## src/hw/flash_host_cfg.svh

```systemverilog
// Purpose: Named constants for the parallel flash host controller
// Assumes: 200 MHz core clock, byte-wide flash with 20-bit byte address
// Notes:   Timing figures are kept in their own units; cycle counts derive in the modules
`ifndef FLASH_HOST_CFG_SVH
`define FLASH_HOST_CFG_SVH

// Register offsets of the controller's own register port
`define REG_CMD          8'h00
`define REG_ADDR         8'h04
`define REG_DATA         8'h08
`define REG_CTRL         8'h0C
`define REG_STATUS       8'h10
`define REG_RDATA        8'h14

// Field positions
`define CMD_OP_MSB       2
`define CTRL_HV_BIT      0
`define CTRL_POLL_MSB    2
`define CTRL_POLL_LSB    1
`define ST_BUSY_BIT      0
`define ST_DONE_BIT      1
`define ST_FAIL_BIT      2
`define ST_READY_BIT     3
`define DQ_POLL_BIT      7
`define DQ_TOGGLE_BIT    6

// Command addresses and data of the flash command sequences
`define CMD_ADDR_A       20'h05555
`define CMD_ADDR_B       20'h02AAA
`define CMD_KEY1         8'hAA
`define CMD_KEY2         8'h55
`define CMD_PROGRAM      8'hA0
`define CMD_ERASE_SETUP  8'h80
`define CMD_CHIP_ERASE   8'h10
`define CMD_LOCKOUT      8'h40
`define CMD_ID_ENTRY     8'h90
`define CMD_ID_EXIT      8'hF0

// Sequence lengths in bus writes
`define LEN_PROGRAM      3'h4
`define LEN_SIX          3'h6
`define LEN_ID_ENTRY     3'h3
`define LEN_ID_EXIT      3'h1

// Timing figures
`define CLK_PERIOD_NS    5
`define NOISE_FILTER_NS  15
`define WE_PULSE_NS      50
`define READ_ACCESS_NS   90
`define RESET_PULSE_NS   500
`define BUSY_SETTLE_NS   100
`define ERASE_MAX_S      10
`define BYTE_PROG_TYP_US 10
`define PROG_TIMEOUT_MULT 100

`endif

```

## src/hw/flash_host_pkg.sv

```systemverilog
// Purpose: Types shared by the flash host controller modules
// Assumes: Constants come from flash_host_cfg.svh
// Notes:   One-hot state codes are written out
package flash_host_pkg;

  typedef enum logic [2:0] {
    OP_READ     = 3'h0,
    OP_PROGRAM  = 3'h1,
    OP_ERASE    = 3'h2,
    OP_LOCKOUT  = 3'h3,
    OP_ID_ENTRY = 3'h4,
    OP_ID_EXIT  = 3'h5,
    OP_RESET    = 3'h6,
    OP_NONE     = 3'h7
  } op_e;

  typedef enum logic [1:0] {
    POLL_TOGGLE = 2'h0,
    POLL_DATA   = 2'h1,
    POLL_READY  = 2'h2,
    POLL_SPARE  = 2'h3
  } poll_e;

  typedef enum logic [4:0] {
    ST_IDLE  = 5'h01,
    ST_SEQ   = 5'h02,
    ST_READ  = 5'h04,
    ST_POLL  = 5'h08,
    ST_RESET = 5'h10
  } main_state_e;

  typedef enum logic [3:0] {
    CY_IDLE  = 4'h1,
    CY_SETUP = 4'h2,
    CY_PULSE = 4'h4,
    CY_HOLD  = 4'h8
  } cyc_state_e;

endpackage

```

## src/hw/flash_bus_cycle.sv

```systemverilog
// Purpose: One asynchronous flash bus cycle, write or read, paced by core_clk
// Assumes: data_in synchronous to core_clk
// Notes:   Strobes and data come from flops, so no glitch reaches the flash
`timescale 1ns/1ps
`include "flash_host_cfg.svh"

module flash_bus_cycle #(
  parameter int SETUP_CYC = 1,
  parameter int PULSE_CYC = (`WE_PULSE_NS + `CLK_PERIOD_NS - 1) / `CLK_PERIOD_NS,
  parameter int ACC_CYC   = (`READ_ACCESS_NS + `CLK_PERIOD_NS - 1) / `CLK_PERIOD_NS,
  parameter int HOLD_CYC  = 1
) (
  // Clock and reset
  input  wire logic        core_clk,
  input  wire logic        reset,
  // Request side
  input  wire logic        start,
  input  wire logic        abort,
  input  wire logic        is_write,
  input  wire logic [19:0] addr,
  input  wire logic [7:0]  wdata,
  output logic             done,
  output logic [7:0]       rdata,
  // Flash pins
  output logic             ce_n,
  output logic             oe_n,
  output logic             we_n,
  output logic [19:0]      addr_q,
  output logic [7:0]       dout,
  output logic             data_oe,
  input  wire logic [7:0]  data_in
);
  import flash_host_pkg::*;

  localparam logic [7:0] SETUP_LD = 8'(SETUP_CYC - 1);
  localparam logic [7:0] PULSE_LD = 8'(PULSE_CYC - 1);
  localparam logic [7:0] ACC_LD   = 8'(ACC_CYC - 1);
  localparam logic [7:0] HOLD_LD  = 8'(HOLD_CYC - 1);

  cyc_state_e st_reg;
  logic [7:0] cnt_reg;
  logic       wr_reg;

  ////////////////////////////////////////////////////////////////////////////
  // Cycle sequencer: chip enable first, strobe last, so the strobe edge latches
  always_ff @(posedge core_clk or posedge reset) begin
    if (reset) begin
      st_reg  <= CY_IDLE;
      cnt_reg <= 8'h00;
      wr_reg  <= 1'b0;
      ce_n    <= 1'b1;
      oe_n    <= 1'b1;
      we_n    <= 1'b1;
      addr_q  <= 20'h00000;
      dout    <= 8'h00;
      data_oe <= 1'b0;
      done    <= 1'b0;
      rdata   <= 8'h00;
    end else begin
      done <= 1'b0;
      if (abort) begin
        st_reg  <= CY_IDLE;
        ce_n    <= 1'b1;
        oe_n    <= 1'b1;
        we_n    <= 1'b1;
        // Data stays one more cycle so a cut write never latches a floating bus
        data_oe <= !we_n;
      end else begin
        unique case (st_reg)
          CY_IDLE: begin
            if (start) begin
              addr_q  <= addr;
              dout    <= wdata;
              wr_reg  <= is_write;
              ce_n    <= 1'b0;
              data_oe <= is_write;
              cnt_reg <= SETUP_LD;
              st_reg  <= CY_SETUP;
            end else data_oe <= 1'b0;
          end
          CY_SETUP: begin
            if (cnt_reg == 8'h00) begin
              // Output enable stays high for a write so the flash accepts it
              if (wr_reg) we_n <= 1'b0;
              else oe_n <= 1'b0;
              cnt_reg <= wr_reg ? PULSE_LD : ACC_LD;
              st_reg  <= CY_PULSE;
            end else cnt_reg <= cnt_reg - 8'h01;
          end
          CY_PULSE: begin
            if (cnt_reg == 8'h00) begin
              we_n <= 1'b1;
              oe_n <= 1'b1;
              if (!wr_reg) rdata <= data_in;
              cnt_reg <= HOLD_LD;
              st_reg  <= CY_HOLD;
            end else cnt_reg <= cnt_reg - 8'h01;
          end
          CY_HOLD: begin
            // Data still driven past the strobe's rising edge
            if (cnt_reg == 8'h00) begin
              ce_n    <= 1'b1;
              data_oe <= 1'b0;
              done    <= 1'b1;
              st_reg  <= CY_IDLE;
            end else cnt_reg <= cnt_reg - 8'h01;
          end
        endcase
      end
    end
  end

  ////////////////////////////////////////////////////////////////////////////
  // Checks on the pin timing
  a_write_inhibit_ok: assert property (@(posedge core_clk) disable iff (reset)
    !we_n |-> (oe_n && !ce_n)) else $error("write strobe low without ce low and oe high");
  a_we_min_width: assert property (@(posedge core_clk) disable iff (reset)
    $fell(we_n) |-> !we_n [*3]) else $error("write strobe pulse too short");
  a_addr_stable: assert property (@(posedge core_clk) disable iff (reset)
    (!ce_n && $past(!ce_n)) |-> $stable(addr_q)) else $error("address moved in cycle");
  a_data_hold: assert property (@(posedge core_clk) disable iff (reset)
    $rose(we_n) |-> (data_oe && $stable(dout))) else $error("data not held at strobe rise");
  a_no_contention: assert property (@(posedge core_clk) disable iff (reset)
    !oe_n |-> !data_oe) else $error("host drives data while flash outputs enabled");

endmodule // flash_bus_cycle

```

## src/hw/flash_host_ctrl.sv

```systemverilog
// Purpose: Host-side controller driving a byte-wide parallel flash by its pins
// Assumes: Pin inputs synchronous to core_clk; 12 V reset switch on the board
// Notes:   Software orders operations through a small register port
//
// What this block does
// - Host issues six-write chip erase sequence
// - Host issues four-write program; flash self-times
// - Host issues six-write lockout sequence
// - Host marks a sequence or poll cut by reset as failed, for software to reissue
// - Host leaves identification by exit command
// - Host uses the fixed command address/data pairs
// - Single F0 write exits identification
`timescale 1ns/1ps
`include "flash_host_cfg.svh"

module flash_host_ctrl #(
  parameter logic [31:0] ERASE_TIMEOUT_CYC =
    32'(64'(`ERASE_MAX_S) * 64'd1000000000 / 64'(`CLK_PERIOD_NS)),
  parameter logic [31:0] PROG_TIMEOUT_CYC =
    32'(`BYTE_PROG_TYP_US * `PROG_TIMEOUT_MULT * 1000 / `CLK_PERIOD_NS)
) (
  // Clock and reset
  input  wire logic        core_clk,
  input  wire logic        reset,
  // Register port
  input  wire logic [7:0]  reg_addr,
  input  wire logic [31:0] reg_wdata,
  input  wire logic        reg_wr,
  input  wire logic        reg_rd,
  output logic [31:0]      reg_rdata,
  // Flash control pins
  output logic             flash_ce_n,
  output logic             flash_oe_n,
  output logic             flash_we_n,
  output logic             flash_reset_n,
  output logic             flash_hv_en,
  input  wire logic        ready_busy_in,
  // Flash address and data pins
  output logic [19:0]      byte_address,
  output logic [7:0]       flash_dq_out,
  output logic             flash_dq_oe,
  input  wire logic [7:0]  flash_dq_in
);
  import flash_host_pkg::*;

  localparam logic [7:0] RESET_LD  =
    8'((`RESET_PULSE_NS + `CLK_PERIOD_NS - 1) / `CLK_PERIOD_NS - 1);
  localparam logic [7:0] SETTLE_LD =
    8'((`BUSY_SETTLE_NS + `CLK_PERIOD_NS - 1) / `CLK_PERIOD_NS - 1);

  main_state_e st_reg;
  op_e         op_reg;
  logic [2:0]  idx_reg;
  logic [19:0] tgt_reg;
  logic [7:0]  data_reg;
  logic [2:0]  ctrl_reg;
  logic        done_reg;
  logic        fail_reg;
  logic [7:0]  rbyte_reg;
  logic [31:0] timer_reg;
  logic [7:0]  wait_reg;
  logic        prev_t_reg;
  logic        have_prev_reg;
  logic        cyc_start_reg;
  logic        cyc_write_reg;
  logic [19:0] cyc_addr_reg;
  logic [7:0]  cyc_data_reg;
  logic        cyc_done;
  logic [7:0]  cyc_rdata;
  logic        cmd_wr;
  logic        abort;
  op_e         new_op;
  logic [27:0] word;
  logic [2:0]  last_idx;
  logic        timed_out;

  ////////////////////////////////////////////////////////////////////////////
  // Command sequence table: address and data of each write
  function automatic logic [27:0] seq_word(op_e op, logic [2:0] idx,
                                           logic [19:0] tgt, logic [7:0] d);
    logic [7:0] third;
    third = (op == OP_PROGRAM) ? `CMD_PROGRAM :
            (op == OP_ID_ENTRY) ? `CMD_ID_ENTRY : `CMD_ERASE_SETUP;
    if (op == OP_ID_EXIT) return {`CMD_ADDR_A, `CMD_ID_EXIT};
    unique case (idx)
      3'h0:    return {`CMD_ADDR_A, `CMD_KEY1};
      3'h1:    return {`CMD_ADDR_B, `CMD_KEY2};
      3'h2:    return {`CMD_ADDR_A, third};
      3'h3:    return (op == OP_PROGRAM) ? {tgt, d} : {`CMD_ADDR_A, `CMD_KEY1};
      3'h4:    return {`CMD_ADDR_B, `CMD_KEY2};
      default: return {`CMD_ADDR_A, (op == OP_ERASE) ? `CMD_CHIP_ERASE : `CMD_LOCKOUT};
    endcase
  endfunction

  // Number of writes in each sequence, less one
  function automatic logic [2:0] seq_last(op_e op);
    unique case (op)
      OP_PROGRAM:  return `LEN_PROGRAM - 3'h1;
      OP_ERASE,
      OP_LOCKOUT:  return `LEN_SIX - 3'h1;
      OP_ID_ENTRY: return `LEN_ID_ENTRY - 3'h1;
      default:     return `LEN_ID_EXIT - 3'h1;
    endcase
  endfunction

  ////////////////////////////////////////////////////////////////////////////
  // Decode of the command register write and sequence lookups
  assign cmd_wr    = reg_wr && (reg_addr == `REG_CMD);
  assign new_op    = op_e'(reg_wdata[`CMD_OP_MSB:0]);
  assign abort     = cmd_wr && (new_op == OP_RESET);
  assign word      = seq_word(op_reg, idx_reg + 3'h1, tgt_reg, data_reg);
  assign last_idx  = seq_last(op_reg);
  assign timed_out = timer_reg >= ((op_reg == OP_PROGRAM) ? PROG_TIMEOUT_CYC
                                                          : ERASE_TIMEOUT_CYC);
  assign flash_hv_en = ctrl_reg[`CTRL_HV_BIT];

  ////////////////////////////////////////////////////////////////////////////
  // Address, data and control registers written by software
  always_ff @(posedge core_clk or posedge reset) begin
    if (reset) begin
      tgt_reg  <= 20'h00000;
      data_reg <= 8'h00;
      ctrl_reg <= 3'h0;
    end else if (reg_wr) begin
      if (reg_addr == `REG_ADDR) tgt_reg <= reg_wdata[19:0];
      if (reg_addr == `REG_DATA) data_reg <= reg_wdata[7:0];
      if (reg_addr == `REG_CTRL) ctrl_reg <= reg_wdata[`CTRL_POLL_MSB:0];
    end
  end

  ////////////////////////////////////////////////////////////////////////////
  // Read data, one cycle after the strobe; unmapped offsets read zero
  always_ff @(posedge core_clk or posedge reset) begin
    if (reset) begin
      reg_rdata <= 32'h00000000;
    end else if (reg_rd) begin
      unique case (reg_addr)
        `REG_ADDR:   reg_rdata <= {12'h000, tgt_reg};
        `REG_DATA:   reg_rdata <= {24'h000000, data_reg};
        `REG_CTRL:   reg_rdata <= {29'h00000000, ctrl_reg};
        `REG_STATUS: reg_rdata <= {28'h0000000, ready_busy_in, fail_reg, done_reg,
                                   st_reg != ST_IDLE};
        `REG_RDATA:  reg_rdata <= {24'h000000, rbyte_reg};
        default:     reg_rdata <= 32'h00000000;
      endcase
    end else begin
      reg_rdata <= 32'h00000000;
    end
  end

  ////////////////////////////////////////////////////////////////////////////
  // Operation sequencer; non-reset orders while busy are dropped
  always_ff @(posedge core_clk or posedge reset) begin
    if (reset) begin
      st_reg        <= ST_IDLE;
      op_reg        <= OP_NONE;
      idx_reg       <= 3'h0;
      done_reg      <= 1'b0;
      fail_reg      <= 1'b0;
      rbyte_reg     <= 8'h00;
      timer_reg     <= 32'h00000000;
      wait_reg      <= 8'h00;
      prev_t_reg    <= 1'b0;
      have_prev_reg <= 1'b0;
      flash_reset_n <= 1'b1;
      cyc_start_reg <= 1'b0;
      cyc_write_reg <= 1'b0;
      cyc_addr_reg  <= 20'h00000;
      cyc_data_reg  <= 8'h00;
    end else begin
      cyc_start_reg <= 1'b0;
      if (abort) begin
        // A command sequence or poll cut short is reported failed so software repeats it; a cut read is not
        fail_reg      <= (st_reg == ST_POLL) || (st_reg == ST_SEQ);
        done_reg      <= 1'b0;
        op_reg        <= OP_RESET;
        flash_reset_n <= 1'b0;
        wait_reg      <= RESET_LD;
        st_reg        <= ST_RESET;
      end else begin
        unique case (st_reg)
          ST_IDLE: begin
            if (cmd_wr && new_op != OP_NONE) begin
              op_reg        <= new_op;
              done_reg      <= 1'b0;
              fail_reg      <= 1'b0;
              idx_reg       <= 3'h0;
              cyc_start_reg <= 1'b1;
              cyc_write_reg <= new_op != OP_READ;
              {cyc_addr_reg, cyc_data_reg} <= (new_op == OP_READ) ? {tgt_reg, 8'h00}
                : seq_word(new_op, 3'h0, tgt_reg, data_reg);
              st_reg        <= (new_op == OP_READ) ? ST_READ : ST_SEQ;
            end
          end
          ST_SEQ: begin
            // Writes are issued whole and in order; only a reset order breaks a sequence
            if (cyc_done) begin
              if (idx_reg == last_idx) begin
                if (op_reg == OP_PROGRAM || op_reg == OP_ERASE || op_reg == OP_LOCKOUT) begin
                  timer_reg     <= 32'h00000000;
                  wait_reg      <= SETTLE_LD;
                  have_prev_reg <= 1'b0;
                  st_reg        <= ST_POLL;
                end else begin
                  done_reg <= 1'b1;
                  st_reg   <= ST_IDLE;
                end
              end else begin
                idx_reg       <= idx_reg + 3'h1;
                cyc_start_reg <= 1'b1;
                {cyc_addr_reg, cyc_data_reg} <= word;
              end
            end
          end
          ST_READ: begin
            if (cyc_done) begin
              rbyte_reg <= cyc_rdata;
              done_reg  <= 1'b1;
              st_reg    <= ST_IDLE;
            end
          end
          ST_POLL: begin
            timer_reg <= timer_reg + 32'h00000001;
            if (wait_reg != 8'h00) begin
              // Give the flash time to pull busy before watching it
              wait_reg <= wait_reg - 8'h01;
              if (wait_reg == 8'h01 && ctrl_reg[`CTRL_POLL_MSB:`CTRL_POLL_LSB] != POLL_READY) begin
                cyc_start_reg <= 1'b1;
                cyc_write_reg <= 1'b0;
                cyc_addr_reg  <= tgt_reg;
              end
            end else if (ctrl_reg[`CTRL_POLL_MSB:`CTRL_POLL_LSB] == POLL_READY) begin
              if (ready_busy_in) begin
                done_reg <= 1'b1;
                st_reg   <= ST_IDLE;
              end else if (timed_out) begin
                fail_reg <= 1'b1;
                st_reg   <= ST_IDLE;
              end
            end else if (cyc_done) begin
              prev_t_reg    <= cyc_rdata[`DQ_TOGGLE_BIT];
              have_prev_reg <= 1'b1;
              rbyte_reg     <= cyc_rdata;
              // Polling bit only means something for a byte program
              if ((ctrl_reg[`CTRL_POLL_MSB:`CTRL_POLL_LSB] == POLL_DATA && op_reg == OP_PROGRAM)
                  ? (cyc_rdata[`DQ_POLL_BIT] == data_reg[`DQ_POLL_BIT])
                  : (have_prev_reg && cyc_rdata[`DQ_TOGGLE_BIT] == prev_t_reg)) begin
                done_reg <= 1'b1;
                st_reg   <= ST_IDLE;
              end else if (timed_out) begin
                fail_reg <= 1'b1;
                st_reg   <= ST_IDLE;
              end else begin
                cyc_start_reg <= 1'b1;
              end
            end
          end
          ST_RESET: begin
            // Releasing reset lets the flash follow the idle control pins
            if (wait_reg == 8'h00) begin
              flash_reset_n <= 1'b1;
              done_reg      <= 1'b1;
              st_reg        <= ST_IDLE;
            end else wait_reg <= wait_reg - 8'h01;
          end
        endcase
      end
    end
  end

  ////////////////////////////////////////////////////////////////////////////
  // Pin timing engine
  flash_bus_cycle u_cycle (
    .core_clk (core_clk),
    .reset    (reset),
    .start    (cyc_start_reg),
    .abort    (abort),
    .is_write (cyc_write_reg),
    .addr     (cyc_addr_reg),
    .wdata    (cyc_data_reg),
    .done     (cyc_done),
    .rdata    (cyc_rdata),
    .ce_n     (flash_ce_n),
    .oe_n     (flash_oe_n),
    .we_n     (flash_we_n),
    .addr_q   (byte_address),
    .dout     (flash_dq_out),
    .data_oe  (flash_dq_oe),
    .data_in  (flash_dq_in)
  );

  ////////////////////////////////////////////////////////////////////////////
  // Checks on sequencing
  a_first_key: assert property (@(posedge core_clk) disable iff (reset)
    (cmd_wr && st_reg == ST_IDLE && new_op inside {OP_PROGRAM, OP_ERASE, OP_LOCKOUT})
    |=> (cyc_addr_reg == `CMD_ADDR_A && cyc_data_reg == `CMD_KEY1))
    else $error("sequence does not open with the first key");
  a_reset_pin: assert property (@(posedge core_clk) disable iff (reset)
    abort |=> !flash_reset_n [*8]) else $error("reset pulse too short");
  a_abort_fail: assert property (@(posedge core_clk) disable iff (reset)
    (abort && st_reg inside {ST_SEQ, ST_POLL}) |=> fail_reg)
    else $error("cut operation not failed");
  a_no_write_in_reset: assert property (@(posedge core_clk) disable iff (reset)
    !flash_reset_n |-> flash_we_n) else $error("write strobe during reset");

endmodule // flash_host_ctrl

```

## config.mk

```make
export PLATFORM = sky130hd
export DESIGN_NAME = flash_host_ctrl
export DESIGN_NICKNAME = d
export VERILOG_FILES = /design/src/hw/flash_host_pkg.sv /design/src/hw/flash_bus_cycle.sv /design/src/hw/flash_host_ctrl.sv
export VERILOG_INCLUDE_DIRS = /design/src /design/src/hw
export SDC_FILE = /design/constraint.sdc
export NUM_CORES = 1
export LEC_CHECK = 0
export ABC_AREA = 1
export BUFFER_PORTS_ARGS = -buffer_cell sky130_fd_sc_hd__buf_4
export CORE_MARGIN = 2
export CORE_UTILIZATION = 45
export CTS_BUF_LIST = sky130_fd_sc_hd__clkbuf_4
export DETAILED_ROUTE_END_ITERATION = 12
export PLACE_DENSITY = 0.67
export SYNTH_ARGS = -nofsm -noshare
export SYNTH_HDL_FRONTEND = slang
export SYNTH_SLANG_ARGS = --single-unit
```

## constraint.sdc

```tcl
create_clock -name core_clk -period 14.5 [get_ports core_clk]
set_input_delay 2.9 -clock core_clk [delete_from_list [all_inputs] [get_ports core_clk]]
set_output_delay 2.9 -clock core_clk [all_outputs]
set_load 0.05 [all_outputs]
```

# Word level (Yosys, flattened, before mapping)
# Index checks and enable logic that the tools add are counted.
[totals]
input_bits = 53
output_inout_bits = 66
elab_cells = 304
register_bits = 211
[op_classes]
n_lt_le_gt_ge = 1
add_sub_neg = 4
n_mux = 142
eq_ne = 67
bitwise_logic = 4
reduce_logical = 56
[ops]
columns = ["operator", "n"]
rows = [
  ["2-to-1 mux 28 bit", 6],
  ["2-to-1 mux 32 bit", 4],
  ["2-to-1 mux 8 bit", 16],
  ["case mux 28 bit (4 select lines)", 1],
  ["2-to-1 mux 20 bit", 5],
  ["case mux 20 bit (5 select lines)", 1],
  ["2-to-1 mux 5 bit", 14],
  ["case mux 32 bit (2 select lines)", 1],
  ["2-to-1 mux 1 bit", 60],
  ["case mux 20 bit (3 select lines)", 1],
  ["adder 32 x 1 -> 32 bit, second input constant", 1],
  [">= comparator 32 x 31 -> 1 bit", 1],
  ["case mux 8 bit (2 select lines)", 2],
  ["case mux 8 bit (4 select lines)", 1],
  ["2-to-1 mux 31 bit", 1],
  ["!= test 3 x 2 -> 1 bit, second input constant", 9],
  ["case mux 5 bit (5 select lines)", 1],
  ["logical NOT 8 bit", 3],
  ["2-to-1 mux 4 bit", 6],
  ["!= test 3 bit, second input constant", 8],
  ["case mux 8 bit (3 select lines)", 1],
  ["2-to-1 mux 3 bit", 7],
  ["AND reduction 4 bit", 5],
  ["AND reduction 5 bit", 4],
  ["other kinds (51)", 115],
]

# Longest topological paths before layout
# Gate-level depths: netlist of run 1.
[depth]
word_depth = 10
mapped_depth = 16
mapped_depth_nobuf = 15

# By module
# A second synthesis of run 1 with hierarchy kept.
[unflattened]
hier_cells = 1423
hier_area_um2 = 11138.2
[by_module_without_submodules]
columns = ["module", "cells_each", "area_each_um2", "instances"]
rows = [
  ["flash_host_ctrl", 1107, 8563.2, 1],
  ["flash_bus_cycle", 316, 2575.0, 1],
]

# Worst setup path before layout of run 1
# OpenSTA, ideal clock, no wires.
[synth_path]
path_type = "input port to flip-flop"
startpoint = "input port reg_addr[7]"
endpoint = "register u_cycle.addr_q[11]"
path_slack_ns = 10.172
path_buffers = 2
arrival_time_ns = 4.204
setup_ns = 0.125
path_stages = 8
cell_sequence = "nor2_2 > nand2_1 > nor3_2 > nand2_2 > buf_6 > nand3_2 > buf_4 > mux2_2"
[synth_via]
elab_chain_len = 5
[synth_rtl]
columns = ["element", "line", "rtl"]
rows = [
  ["start: declaration", "flash_host_ctrl.sv:26", "input wire logic [7:0] reg_addr,"],
  ["logical NOT 8 bit (no source line)", "-", ""],
  ["logical AND 1 bit", "flash_host_ctrl.sv:108", "assign cmd_wr = reg_wr && (reg_addr == `REG_CMD);"],
  ["logical AND 1 bit", "flash_host_ctrl.sv:110", "assign abort = cmd_wr && (new_op == OP_RESET);"],
  ["NOT 1 bit (no source line)", "-", ""],
  ["AND reduction 3 bit (no source line)", "-", ""],
  ["end signal: assignment", "flash_bus_cycle.sv:72", "addr_q <= addr;"],
  ["end: declaration", "flash_bus_cycle.sv:28", "output logic [19:0] addr_q,"],
]
# No other way between the ends.
# A chain may end at the register's enable or synchronous reset.

# Final worst setup path of run 1
[layout_path]
startpoint = "input port reg_addr[7]"
endpoint = "register timer_reg[7]"
[layout_via]
elab_chain_len = 5
[layout_rtl]
columns = ["element", "line", "rtl"]
rows = [
  ["logical NOT 8 bit (no source line)", "-", ""],
  ["logical AND 1 bit", "flash_host_ctrl.sv:108", ""],
  ["logical AND 1 bit", "flash_host_ctrl.sv:110", ""],
  ["NOT 1 bit (no source line)", "-", ""],
  ["AND reduction 5 bit (no source line)", "-", ""],
  ["end signal: assignment", "flash_host_ctrl.sv:223", "timer_reg <= timer_reg + 32'h00000001;"],
  ["end: declaration", "flash_host_ctrl.sv:60", "logic [31:0] timer_reg;"],
]
# No other way between the ends.

==> out/metrics.json, run 1 <==
{
  "routed-via-count": 8942,
  "crit_path_end_kind": "flop",
  "timing.final.setup_violations": 0,
  "fin_cells": 1745,
  "asyncSetResetFlopFracSynth_pct": 100,
  "synthDistinctLibCells": 50,
  "start_kind": "input pin",
  "proportion_of_netlist_area_held_by_the_largest_area_contributor_pct": 44.9,
  "cts_hold_buf": 0,
  "average_cell_area_after_synthesis_um2": 7.93,
  "fmax_mhz": 210,
  "synthesis.yosys.warnings": 0,
  "yosys-top-cells-area": "sky130_fd_sc_hd__dfrtp_1 45%, sky130_fd_sc_hd__nand2_1 10%, sky130_fd_sc_hd__inv_1 5.9%, sky130_fd_sc_hd__o21ai_0 4.9%, sky130_fd_sc_hd__nor2_1 4.9%",
  "switching_power_uw": 776,
  "cellPowerDensity_nw_per_um2": 146,
  "cts.repair.resized": 0,
  "die_w_um": 157,
  "layout-drive-gt1-share_pct": 14.7,
  "vdd.ir_drop.worst_uv": 138,
  "initial_core_util_pct": 45.5,
  "antenna_violations_before_repair": 1,
  "worstSetupStartpoint": "reg_addr[7]",
  "worst_slew_margin_rel_pct": 26.9,
  "crit_arrival_ps": 5290,
  "syn_to_final_growth_pct": 11.7,
  "grt_max_degree": 121,
  "worst-endpoint-required_ps": 15020,
  "synth_flop_cell": "sky130_fd_sc_hd__dfrtp_1",
  "ys_seq_elements": 199,
  "clock_power_share_pct": 20.1,
  "synth_most_common_cell": "sky130_fd_sc_hd__nand2_1",
  "internal_power_contribution_uw": 952,
  "cts_inserted_buffers": 17,
  "dieArea_um2": 24800,
  "cp_max_fo": 33,
  "status": "finished clean",
  "io_count": 119,
  "instance_count_after_placement_with_tap_cells_included": 1712,
  "dpl.hpwl_um": 18600,
  "timing.critical_path.mode_cell": "sky130_fd_sc_hd__nand2_1",
  "mappedNetlistArea_um2": 10600,
  "clockBufferDepth": 2,
  "cts_tree": "yes",
  "clkLatencyLatePin_ps": 620,
  "pwr-share-seq_pct": 41.2,
  "power.share.combinational_pct": 38.7,
  "detail-route-antenna-nets": 0,
  "htree_num_levels": 4,
  "worst_path_max_delay_cell": "sky130_fd_sc_hd__nand3_1",
  "critical_path_class": "in2reg",
  "dpl_cell_area_um2": 11500,
  "rows": 56,
  "drt-total-wl_um": 25600,
  "final.setup.worst_slack_ps": 9730,
  "tns_ps": 0,
  "final_area_um2": 11800,
  "detailedPlace.worstSlack_ps": 9080,
  "post-route-drc-count": 0,
  "grt_pass1_wl_um": 41700,
  "hold_violations": 0,
  "seq_area_frac_synth_pct": 47.1,
  "cts.reportedPaths.clkPinSlew_ps": 220,
  "holdCritStartpoint": "tgt_reg[18]$_DFFE_PP0P_",
  "final_core_utilization_pct": 50.8,
  "drt_pre_antenna_iters": 5,
  "die_height_um": 157,
  "globalplace.congestion": 0.916,
  "cellLeakagePower_nw": 5.89,
  "wl_per_cell_um": 14.7,
  "worst-slew-pin-transition_ps": 1090,
  "tritoncts_num_sinks": 199,
  "total_power_mw": 1.73,
  "fin_crit_ps": 4770,
  "avgViaCountPerCell": 5.12,
  "unrepaired_setup_endpoints_after_global_routing": "no",
  "synth_enable_flop_cells": 0,
  "gr-usage-all-layers_pct": 21.3,
  "path_cells": "buf_4 -> nor2_2 -> nand2_1 -> nor3_2 -> nand2_2 -> nand2_1 -> inv_1 -> nand3_1 -> nor2_1 -> o21a_1",
  "cell_chosen_for_the_clock_root": "sky130_fd_sc_hd__clkbuf_4",
  "clock_skew_ps": 32.5,
  "fin_crit_sh_pct": 32.9,
  "violation_count_after_the_first_detailed_routing_iteration": 649,
  "synth.cells.most_frequent": "295 x sky130_fd_sc_hd__nand2_1, 190 x sky130_fd_sc_hd__dfrtp_1, 166 x sky130_fd_sc_hd__inv_1",
  "maxCapViolations": 0,
  "hold_path_class": "reg2reg",
  "highest_cell_delay_on_the_worst_timing_path_ps": 600,
  "timing.hold.ws_ps": 490,
  "timing.rr.start": "st_reg[1]$_DFFE_PP0P_",
  "floorplan.core_area_um2": 23300,
  "synth_top_cell_by_area": "sky130_fd_sc_hd__dfrtp_1",
  "syn-instance-count": 1336,
  "timing.final.max_slew_violations": 0,
  "overflow": 0,
  "first_global_vias": 8266,
  "power.switching_fraction_pct": 44.9,
  "place.port_buffers": 94,
  "postCtsSetupRepairBufs": 0,
  "nNetsFinal": 1480,
  "largest_reg_flops": 32,
  "rrSetupSlack_ps": 11370
}
-- logic make-up after synthesis --
kind of cell,Yosys count,synth area share (%)
compound gates,271,14.3
simple gates,575,23.7
mux,15,1.60
xor+xnor,26,2.15
fa+ha+maj,15,1.77
flops,199,47.1
other cells,1,0.0354
buf+inv,234,9.38
-- area by class of cell --
class | instances | area [um^2]
Antenna cell | 1 | 2.50
Clock buffer | 17 | 128
Clock inverter | 15 | 231
Fill cell | 2284 | 11400
Inverter | 181 | 687
Multi-Input combinational cell | 914 | 4650
Sequential cell | 199 | 4990
Tap cell | 319 | 399
Timing Repair Buffer | 99 | 743
-- worst max-delay path, delay by kind of cell --
kind / cells / cell delay (ps)
buffers and inverters: 2 / 180
and+or+nand+nor: 7 / 1980
AOI/OAI and AO/OA: 1 / 200
-- final timing paths --
path                                                   to  depth (start not counted)
worst max register to register  timer_reg[26]$_DFFE_PP0P_                          8
max in group asynchronous         tgt_reg[10]$_DFFE_PP0P_                          3
worst max-delay path             timer_reg[7]$_DFFE_PP0P_                         10
worst min-delay path              reg_rdata[18]$_DFF_PP0_                          2
min in group asynchronous        timer_reg[6]$_DFFE_PP0P_                          2
worst min register to register    reg_rdata[18]$_DFF_PP0_                          2
-- per-layer routing --
layer  up-vias  part of all wire (%)  GRT usage [%]
li1       4478                     -              -
met1      4220                    47           30.1
met2       213                    46           33.6
met3        31                   5.2           4.13
met4         0                   1.6           5.45
met5         -                     0              0
-- power by group through the flow --
stage / Sequential (mW) / Combinational (mW) / Clock (mW)
global placement: 0.720 / 0.653 / 0
floorplan: 0.729 / 0.512 / 0
detailed placement: 0.722 / 0.664 / 0
global route: 0.724 / 0.760 / 0.378
CTS: 0.711 / 0.667 / 0.360
finish: 0.711 / 0.669 / 0.347
-- placed cells by master, fill, tap and decap left out, drive strengths merged, types with 2 or more instances in the layout --
cell type / instances
a21oi: 63
nand2: 299
nand3: 62
o22ai: 6
clkinv: 3
clkbuf: 17
nor4: 3
nor3: 30
a31oi: 6
o21a: 2
inv: 193
o211ai: 4
nor2: 143
o21ai: 163
a211oi: 2
a221oi: 2
dfstp: 9
xor2: 18
ha: 15
mux2: 15
or2: 2
o31ai: 15
buf: 99
xnor2: 8
nand4: 32
nor3b: 2
conb: 12
dfrtp: 190
o221ai: 2
(Power assumes the default switching activity.)
==> run 2: changes to the inputs <==
clock period = 4.9 ns   (was 14.5 ns; I/O delays follow)
==> run 2 against run 1 <==
Wire length fell by 0.55%. Hold slack worse by 58 ps. Flip-flop and latch count is the same. Worst setup slack got worse by 7800 ps. Clock skew up 13 ps. Clock-buffer cell count did not move. Final area up 0.34%. Sequential power grew to 3.0 times the previous value. Final cell count is 0.11% higher. Via count down 0.31%. Total power rose to 3.0 times the previous value. First-iteration DRC count increased by 1.8%.
==> out/metrics.json, run 2 (same netlist as run 1, synthesis figures left out) <==
{
  "dieArea": {"value": 24800, "unit": "um^2", "change": "unchanged"},
  "nNetsFinal": {"value": 1482, "change": "was 1480"},
  "avgViaCountPerCell": {"value": 5.10, "change": "was 5.12"},
  "unrepaired_setup_endpoints_after_global_routing": {"value": "no", "change": "unchanged"},
  "crit_path_end_kind": {"value": "flop", "change": "unchanged"},
  "worst-slew-pin-transition": {"value": 1170, "unit": "ps", "change": "was 1090 ps"},
  "cellLeakagePower": {"value": 5.91, "unit": "nW", "change": "was 5.89 nW"},
  "fmax_mhz": 334,
  "maxCapViolations": {"value": 0, "change": "unchanged"},
  "io_count": {"value": 119, "change": "unchanged"},
  "globalplace.congestion": {"value": 0.915, "change": "was 0.916"},
  "wl_per_cell": {"value": 14.6, "unit": "um", "change": "was 14.7 um"},
  "syn_to_final_growth": {"value": 12.1, "unit": "%", "change": "was 11.7%"},
  "clock_skew": {"value": 45.1, "unit": "ps", "change": "was 32.5 ps"},
  "dpl.hpwl": {"value": 18500, "unit": "um", "change": "was 18600 um"},
  "grt_max_degree": {"value": 91, "change": "was 121"},
  "vdd.ir_drop.worst": {"value": 356, "unit": "uV", "change": "was 138 uV"},
  "crit_arrival": {"value": 3520, "unit": "ps", "change": "was 5290 ps"},
  "violation_count_after_the_first_detailed_routing_iteration": {"value": 661, "change": "was 649"},
  "die_w": {"value": 157, "unit": "um", "change": "unchanged"},
  "worst_slew_margin_rel": {"value": 21.6, "unit": "%", "change": "was 26.9%"},
  "tritoncts_num_sinks": {"value": 199, "change": "unchanged"},
  "nFillCells": {"value": 2307, "change": "was 2284"},
  "gr-usage-all-layers": {"value": 21.3, "unit": "%", "change": "about the same"},
  "final_area": {"value": 11900, "unit": "um^2", "change": "was 11800 um^2"},
  "worst-endpoint-required": {"value": 5420, "unit": "ps", "change": "was 15020 ps"},
  "cts_inserted_buffers": {"value": 17, "change": "unchanged"},
  "cts.reportedPaths.clkPinSlew": {"value": 240, "unit": "ps", "change": "was 220 ps"},
  "die_height": {"value": 157, "unit": "um", "change": "unchanged"},
  "grt_pass1_wl": {"value": 42100, "unit": "um", "change": "was 41700 um"},
  "hold_violations": {"value": 0, "change": "unchanged"},
  "drt_pre_antenna_iters": {"value": 5, "change": "unchanged"},
  "rows": {"value": 56, "change": "unchanged"},
  "initial_core_util": {"value": 45.5, "unit": "%", "change": "unchanged"},
  "fin_crit_sh_pct": 61.2,
  "start_kind": {"value": "flop", "change": "was input pin"},
  "cellPowerDensity": {"value": 432, "unit": "nW/um^2", "change": "was 146 nW/um^2"},
  "floorplan.core_area": {"value": 23300, "unit": "um^2", "change": "unchanged"},
  "antenna_violations_before_repair": {"value": 1, "change": "unchanged"},
  "post-route-drc-count": {"value": 0, "change": "unchanged"},
  "cts_tree": {"value": "yes", "change": "unchanged"},
  "status": {"value": "finished clean", "change": "unchanged"},
  "final_common_cell": {"value": "sky130_fd_sc_hd__nand2_1", "change": "unchanged"},
  "detail-route-antenna-nets": {"value": 0, "change": "unchanged"},
  "first_global_vias": {"value": 8355, "change": "was 8266"},
  "hold_path_class": {"value": "in2async", "change": "was reg2reg"},
  "tns": {"value": 0, "unit": "ps", "change": "unchanged"},
  "cts_hold_buf": {"value": 0, "change": "unchanged"},
  "cp_max_fo": {"value": 22, "change": "was 33"},
  "drt-total-wl": {"value": 25400, "unit": "um", "change": "was 25600 um"},
  "largest_reg_flops": {"value": 32, "change": "unchanged"},
  "final_cell_mix": {"value": "295 x sky130_fd_sc_hd__nand2_1, 190 x sky130_fd_sc_hd__dfrtp_1, 165 x sky130_fd_sc_hd__inv_1", "change": "unchanged"},
  "dpl_cell_area": {"value": 11500, "unit": "um^2", "change": "about the same"},
  "cell_chosen_for_the_clock_root": {"value": "sky130_fd_sc_hd__clkbuf_4", "change": "unchanged"},
  "timing.final.max_slew_violations": {"value": 0, "change": "unchanged"},
  "cts.repair.resized": {"value": 0, "change": "unchanged"},
  "clockBufferDepth": {"value": 2, "change": "unchanged"},
  "overflow": {"value": 0, "change": "unchanged"},
  "timing.final.setup_violations": {"value": 0, "change": "unchanged"},
  "routed-via-count": {"value": 8914, "change": "was 8942"},
  "worst_reg2reg_path_length_in_cells": {"value": 9, "change": "was 8"},
  "postCtsSetupRepairBufs": {"value": 0, "change": "unchanged"},
  "layout-drive-gt1-share": {"value": 14.9, "unit": "%", "change": "was 14.7%"},
  "fin_crit_ps": 3000,
  "clkLatencyLatePin": {"value": 650, "unit": "ps", "change": "was 620 ps"},
  "place.port_buffers": {"value": 94, "change": "unchanged"},
  "critical_path_class": {"value": "reg2reg", "change": "was in2reg"},
  "htree_num_levels": {"value": 4, "change": "unchanged"}
}
run 2: path summary, 6_finish.rpt:
| kind | slack (ps) | end | from |
|---|---|---|---|
| worst max-delay path | 1900 | timer_reg[26]$_DFFE_PP0P_ | st_reg[3]$_DFFE_PP0P_ |
| worst min-delay path | 430 | u_cycle.addr_q[1]$_DFFE_PP0P_ | reset |
| worst max register to register | 1900 | timer_reg[26]$_DFFE_PP0P_ | st_reg[3]$_DFFE_PP0P_ |
| worst min register to register | 480 | reg_rdata[18]$_DFF_PP0_ | tgt_reg[18]$_DFFE_PP0P_ |
| max in group asynchronous | 3540 | rbyte_reg[0]$_DFFE_PP0P_ | reset |
| min in group core_clk | 480 | reg_rdata[18]$_DFF_PP0_ | tgt_reg[18]$_DFFE_PP0P_ |
run 2: final cells by class:
class,count,area (um^2),share of cell area (%)
antenna,1,2.50,0.0211
clock buffer,17,128,1.08
clock inverter,15,235,1.98
inverter,181,683,5.76
multi-input combinational,914,4650,39.1
sequential,199,4990,42.1
tap,319,399,3.36
timing repair buffer,101,783,6.60
run 2: critical path: stages, from the launching register on:
cell                      delay, ps
sky130_fd_sc_hd__dfrtp_1        430
sky130_fd_sc_hd__inv_2           60
sky130_fd_sc_hd__nand2_1         80
sky130_fd_sc_hd__inv_2           70
sky130_fd_sc_hd__nand4_2        390
sky130_fd_sc_hd__inv_2          500
sky130_fd_sc_hd__nor2_2         140
sky130_fd_sc_hd__inv_1          120
sky130_fd_sc_hd__nand3_1        620
sky130_fd_sc_hd__o31ai_1        460
run 2: per-stage QoR:
step	hold slack, ps	utilization (%)	worst slack [ps]	total power [mW]	std cells
finish	432	51.0	1900	5.13	1747
global placement	465	49.4	1460	4.07	1714
CTS	419	51.0	1930	5.16	1746
detailed placement	474	49.4	1430	4.12	1714
floorplan	440	-	1350	3.67	1347
global route	464	51.0	1650	5.53	1747
run 2: layer usage:
metal  wire length [um]  share of wire, %  vias to the layer above  global-route usage, %
met2              11800                46                      215                   33.6
met4                393               1.5                        0                   6.10
met5                  0                 0                        -                      0
met1              12000                47                     4158                   30.0
li1                   -                 -                     4507                      -
met3               1300               5.1                       34                   3.94
run 2: where the power goes:
| group | total [mW] | internal, mW | switching (mW) | leakage [nW] |
|---|---|---|---|---|
| sequential | 2.10 | 1.93 | 0.178 | 2.47 |
| clock | 1.04 | 0.285 | 0.753 | 0.187 |
| combinational | 1.99 | 0.607 | 1.38 | 3.24 |
==> run 3: changes to the inputs <==
clock period = 2.77 ns   (was 4.9 ns; I/O delays follow)
==> run 3 against run 2 <==
Non-clock buffer count up 16. Clock skew up 3.0 ps. Fmax up 19%. Critical path depth up 1. Sequential power up 77%. Global-route usage up 0.22 points. Clock-buffer cell count unchanged. Wire length up 0.96%. First-iteration DRC count up 5.9%. Total power up 78%. Largest cell class unchanged. Largest power group unchanged.
==> out/metrics.json, run 3 (same netlist as run 1, synthesis figures left out) <==
{
  "io_count": {"value": 119, "change": "unchanged"},
  "total_power": {"value": 9.12, "unit": "mW", "change": "was 5.13 mW"},
  "place.port_buffers": {"value": 94, "change": "unchanged"},
  "cell_chosen_for_the_clock_root": {"value": "sky130_fd_sc_hd__clkbuf_4", "change": "unchanged"},
  "dieArea": {"value": 24800, "unit": "um^2", "change": "unchanged"},
  "crit_arrival": {"value": 3060, "unit": "ps", "change": "was 3520 ps"},
  "violation_count_after_the_first_detailed_routing_iteration": {"value": 700, "change": "was 661"},
  "crit_path_end_kind": {"value": "flop", "change": "unchanged"},
  "gr-usage-all-layers": {"value": 21.5, "unit": "%", "change": "was 21.3%"},
  "die_height": {"value": 157, "unit": "um", "change": "unchanged"},
  "clockBufferDepth": {"value": 2, "change": "unchanged"},
  "largest_reg_flops": {"value": 32, "change": "unchanged"},
  "final.setup.worst_slack": {"value": 255, "unit": "ps", "change": "was 1900 ps"},
  "dpl.hpwl": {"value": 19000, "unit": "um", "change": "was 18500 um"},
  "pwr-share-seq": {"value": 40.8, "unit": "%", "change": "was 41.0%"},
  "drt_pre_antenna_iters": {"value": 6, "change": "was 5"},
  "maxCapViolations": {"value": 0, "change": "unchanged"},
  "dpl_cell_area": {"value": 11600, "unit": "um^2", "change": "was 11500 um^2"},
  "final_cell_mix": {"value": "295 x sky130_fd_sc_hd__nand2_1, 190 x sky130_fd_sc_hd__dfrtp_1, 165 x sky130_fd_sc_hd__inv_1", "change": "unchanged"},
  "grt_util_met1": {"value": 30.7, "unit": "%", "change": "was 30.0%"},
  "gr-usage-met2": {"value": 33.9, "unit": "%", "change": "was 33.6%"},
  "antenna_violations_before_repair": {"value": 1, "change": "unchanged"},
  "layout-drive-gt1-share": {"value": 15.8, "unit": "%", "change": "was 14.9%"},
  "cellPowerDensity": {"value": 759, "unit": "nW/um^2", "change": "was 432 nW/um^2"},
  "critical_path_class": {"value": "reg2reg", "change": "unchanged"},
  "highest_cell_delay_on_the_worst_timing_path": {"value": 460, "unit": "ps", "change": "was 620 ps"},
  "worst_path_max_delay_cell": {"value": "sky130_fd_sc_hd__dfrtp_1", "change": "was sky130_fd_sc_hd__nand3_1"},
  "global_route.usage.met3": {"value": 3.19, "unit": "%", "change": "was 3.94%"},
  "path_cells": {"value": "ha_1 -> ha_1 -> inv_1 -> nand2_2 -> inv_1 -> nor3_1 -> nand4_1 -> a31oi_1 -> nand2_1 -> o21ai_0", "change": "was inv_2 -> nand2_1 -> inv_2 -> nand4_2 -> inv_2 -> nor2_2 -> inv_1 -> nand3_1 -> o31ai_1"},
  "avgViaCountPerCell": {"value": 5.14, "change": "was 5.10"},
  "hold_violations": {"value": 0, "change": "unchanged"},
  "unrepaired_setup_endpoints_after_global_routing": {"value": "no", "change": "unchanged"},
  "timing.final.max_slew_violations": {"value": 0, "change": "unchanged"},
  "power.share.combinational": {"value": 39.8, "unit": "%", "change": "was 38.7%"},
  "start_kind": {"value": "flop", "change": "unchanged"},
  "final_area": {"value": 12000, "unit": "um^2", "change": "was 11900 um^2"},
  "syn_to_final_growth": {"value": 13.4, "unit": "%", "change": "was 12.1%"},
  "worst_slew_margin_rel": {"value": 47.1, "unit": "%", "change": "was 21.6%"},
  "rows": {"value": 56, "change": "unchanged"},
  "detail-route-antenna-nets": {"value": 0, "change": "unchanged"},
  "cts_tree": {"value": "yes", "change": "unchanged"},
  "timing.final.setup_violations": {"value": 0, "change": "unchanged"},
  "hold_path_class": {"value": "in2async", "change": "unchanged"},
  "grt_max_degree": {"value": 109, "change": "was 91"},
  "overflow": {"value": 0, "change": "unchanged"},
  "power.switching_fraction": {"value": 44.7, "unit": "%", "change": "was 45.0%"},
  "clock_skew": {"value": 48.1, "unit": "ps", "change": "was 45.1 ps"},
  "final_common_cell": {"value": "sky130_fd_sc_hd__nand2_1", "change": "unchanged"},
  "nNetsFinal": {"value": 1498, "change": "was 1482"},
  "htree_num_levels": {"value": 4, "change": "unchanged"},
  "cts_hold_buf": {"value": 0, "change": "unchanged"},
  "drt-total-wl": {"value": 25700, "unit": "um", "change": "was 25400 um"},
  "routed-via-count": {"value": 9063, "change": "was 8914"},
  "internal_power_contribution": {"value": 5.04, "unit": "mW", "change": "was 2.82 mW"},
  "status": {"value": "finished clean", "change": "unchanged"},
  "clock_power_share": {"value": 19.4, "unit": "%", "change": "was 20.2%"},
  "fin_crit": {"value": 2510, "unit": "ps", "change": "was 3000 ps"},
  "initial_core_util": {"value": 45.5, "unit": "%", "change": "unchanged"},
  "globalRoute.busiestLayer": {"value": "met2", "change": "unchanged"},
  "timing.hold.ws": {"value": 62.2, "unit": "ps", "change": "was 432 ps"},
  "vdd.ir_drop.worst": {"value": 603, "unit": "uV", "change": "was 356 uV"},
  "floorplan.core_area": {"value": 23300, "unit": "um^2", "change": "unchanged"},
  "grt_pass1_wl": {"value": 42300, "unit": "um", "change": "was 42100 um"},
  "cellLeakagePower": {"value": 5.99, "unit": "nW", "change": "was 5.91 nW"},
  "cp_max_fo": {"value": 9, "change": "was 22"},
  "clkLatencyLatePin": {"value": 630, "unit": "ps", "change": "was 650 ps"},
  "switching_power": {"value": 4.07, "unit": "mW", "change": "was 2.31 mW"},
  "globalplace.congestion": {"value": 0.946, "change": "was 0.915"},
  "worst-endpoint-required": {"value": 3320, "unit": "ps", "change": "was 5420 ps"},
  "detailedPlace.worstSlack": {"value": 260, "unit": "ps", "change": "was 1430 ps"},
  "die_w": {"value": 157, "unit": "um", "change": "unchanged"},
  "worst-slew-pin-transition": {"value": 790, "unit": "ps", "change": "was 1170 ps"},
  "tritoncts_num_sinks": {"value": 199, "change": "unchanged"},
  "fin_crit_sh": {"value": 90.8, "unit": "%", "change": "was 61.2%"},
  "wl_per_cell": {"value": 14.6, "unit": "um", "change": "about the same"},
  "post-route-drc-count": {"value": 0, "change": "unchanged"},
  "cts.reportedPaths.clkPinSlew": {"value": 200, "unit": "ps", "change": "was 240 ps"},
  "final_core_utilization": {"value": 51.6, "unit": "%", "change": "was 51.0%"},
  "cts_inserted_buffers": {"value": 17, "change": "unchanged"},
  "fmax": {"value": 398, "unit": "MHz", "change": "was 334 MHz"},
  "first_global_vias": {"value": 8473, "change": "was 8355"}
}
==> run 3: cell count changes in the layout (fill, tap and decap cells not counted) <==
cell | previous run | this run
sky130_fd_sc_hd__buf_4 | 99 | 113
sky130_fd_sc_hd__buf_12 | 2 | 4
sky130_fd_sc_hd__clkinv_8 | 4 | 6
sky130_fd_sc_hd__inv_16 | 3 | 1
sky130_fd_sc_hd__clkinv_4 | 0 | 1
sky130_fd_sc_hd__inv_6 | 2 | 1
sky130_fd_sc_hd__o21ai_0 | 104 | 103
sky130_fd_sc_hd__o21ai_1 | 49 | 50
==> run 3: power groups by stage <==
stage                     Clock [mW]  Sequential (mW)  Combinational [mW]
after floorplan                    0             3.82                2.68
after global placement             0             3.77                3.53
after detailed placement           0             3.78                3.60
after CTS                       1.82             3.72                3.62
after global routing            1.93             3.79                4.14
final                           1.77             3.72                3.63
==> run 3: worst max-delay path, delay by kind of cell, from the launching register on <==
kind,cells,cell delay [ps]
AOI/OAI and AO/OA,2,340
buffers and inverters,2,260
adders and majority gates,2,580
and+or+nand+nor,4,820
DFF,1,460
==> run 3: cell type report <==
type                       instances  area (um^2)
antenna                            1         2.50
clock buffer                      17          128
clock inverter                    15          228
fill                            2306        11300
inverter                         181          683
multi-input combinational        914         4650
sequential                       199         4990
tap                              319          399
timing repair buffer             117          928
==> run 3: through the flow <==
step           setup TNS (ps)  instances
6_report                    0       1763
5_1_grt                     0       1763
4_1_cts                     0       1762
3_5_place_dp                0       1730
3_3_place_gp                0       1730
2_1_floorplan          -66690       1347
==> run 3: path summary, 6_finish.rpt <==
path | startpoint | end | slack, ps | cells past startpoint
max | idx_reg[0]$_DFFE_PP0P_ | cyc_data_reg[4]$_DFFE_PP0P_ | 260 | 10
min | reset | u_cycle.dout[0]$_DFFE_PP0P_ | 60 | 3
max reg2reg | idx_reg[0]$_DFFE_PP0P_ | cyc_data_reg[4]$_DFFE_PP0P_ | 260 | 10
min reg2reg | u_cycle.cnt_reg[7]$_DFFE_PP0P_ | u_cycle.cnt_reg[7]$_DFFE_PP0P_ | 500 | 1
max in group asynchronous | reset | done_reg$_DFFE_PP0P_ | 2170 | 3
min in group core_clk | flash_dq_in[4] | u_cycle.rdata[4]$_DFFE_PP0P_ | 140 | 3
==> run 3: repair_timing <==
action / CTS / global route
setup endpoints to repair: 0 / 8
gates resized for setup: 0 / 1
endpoints found under the hold margin: 0 / 0
buffers inserted: 0 / 0
==> run 3: layer usage <==
metal | routed length, um | part of all wire, % | up-vias
li1 | - | - | 4524
met5 | 0 | 0 | -
met2 | 11800 | 46 | 233
met3 | 1220 | 4.7 | 36
met4 | 509 | 2.0 | 0
met1 | 12100 | 47 | 4270
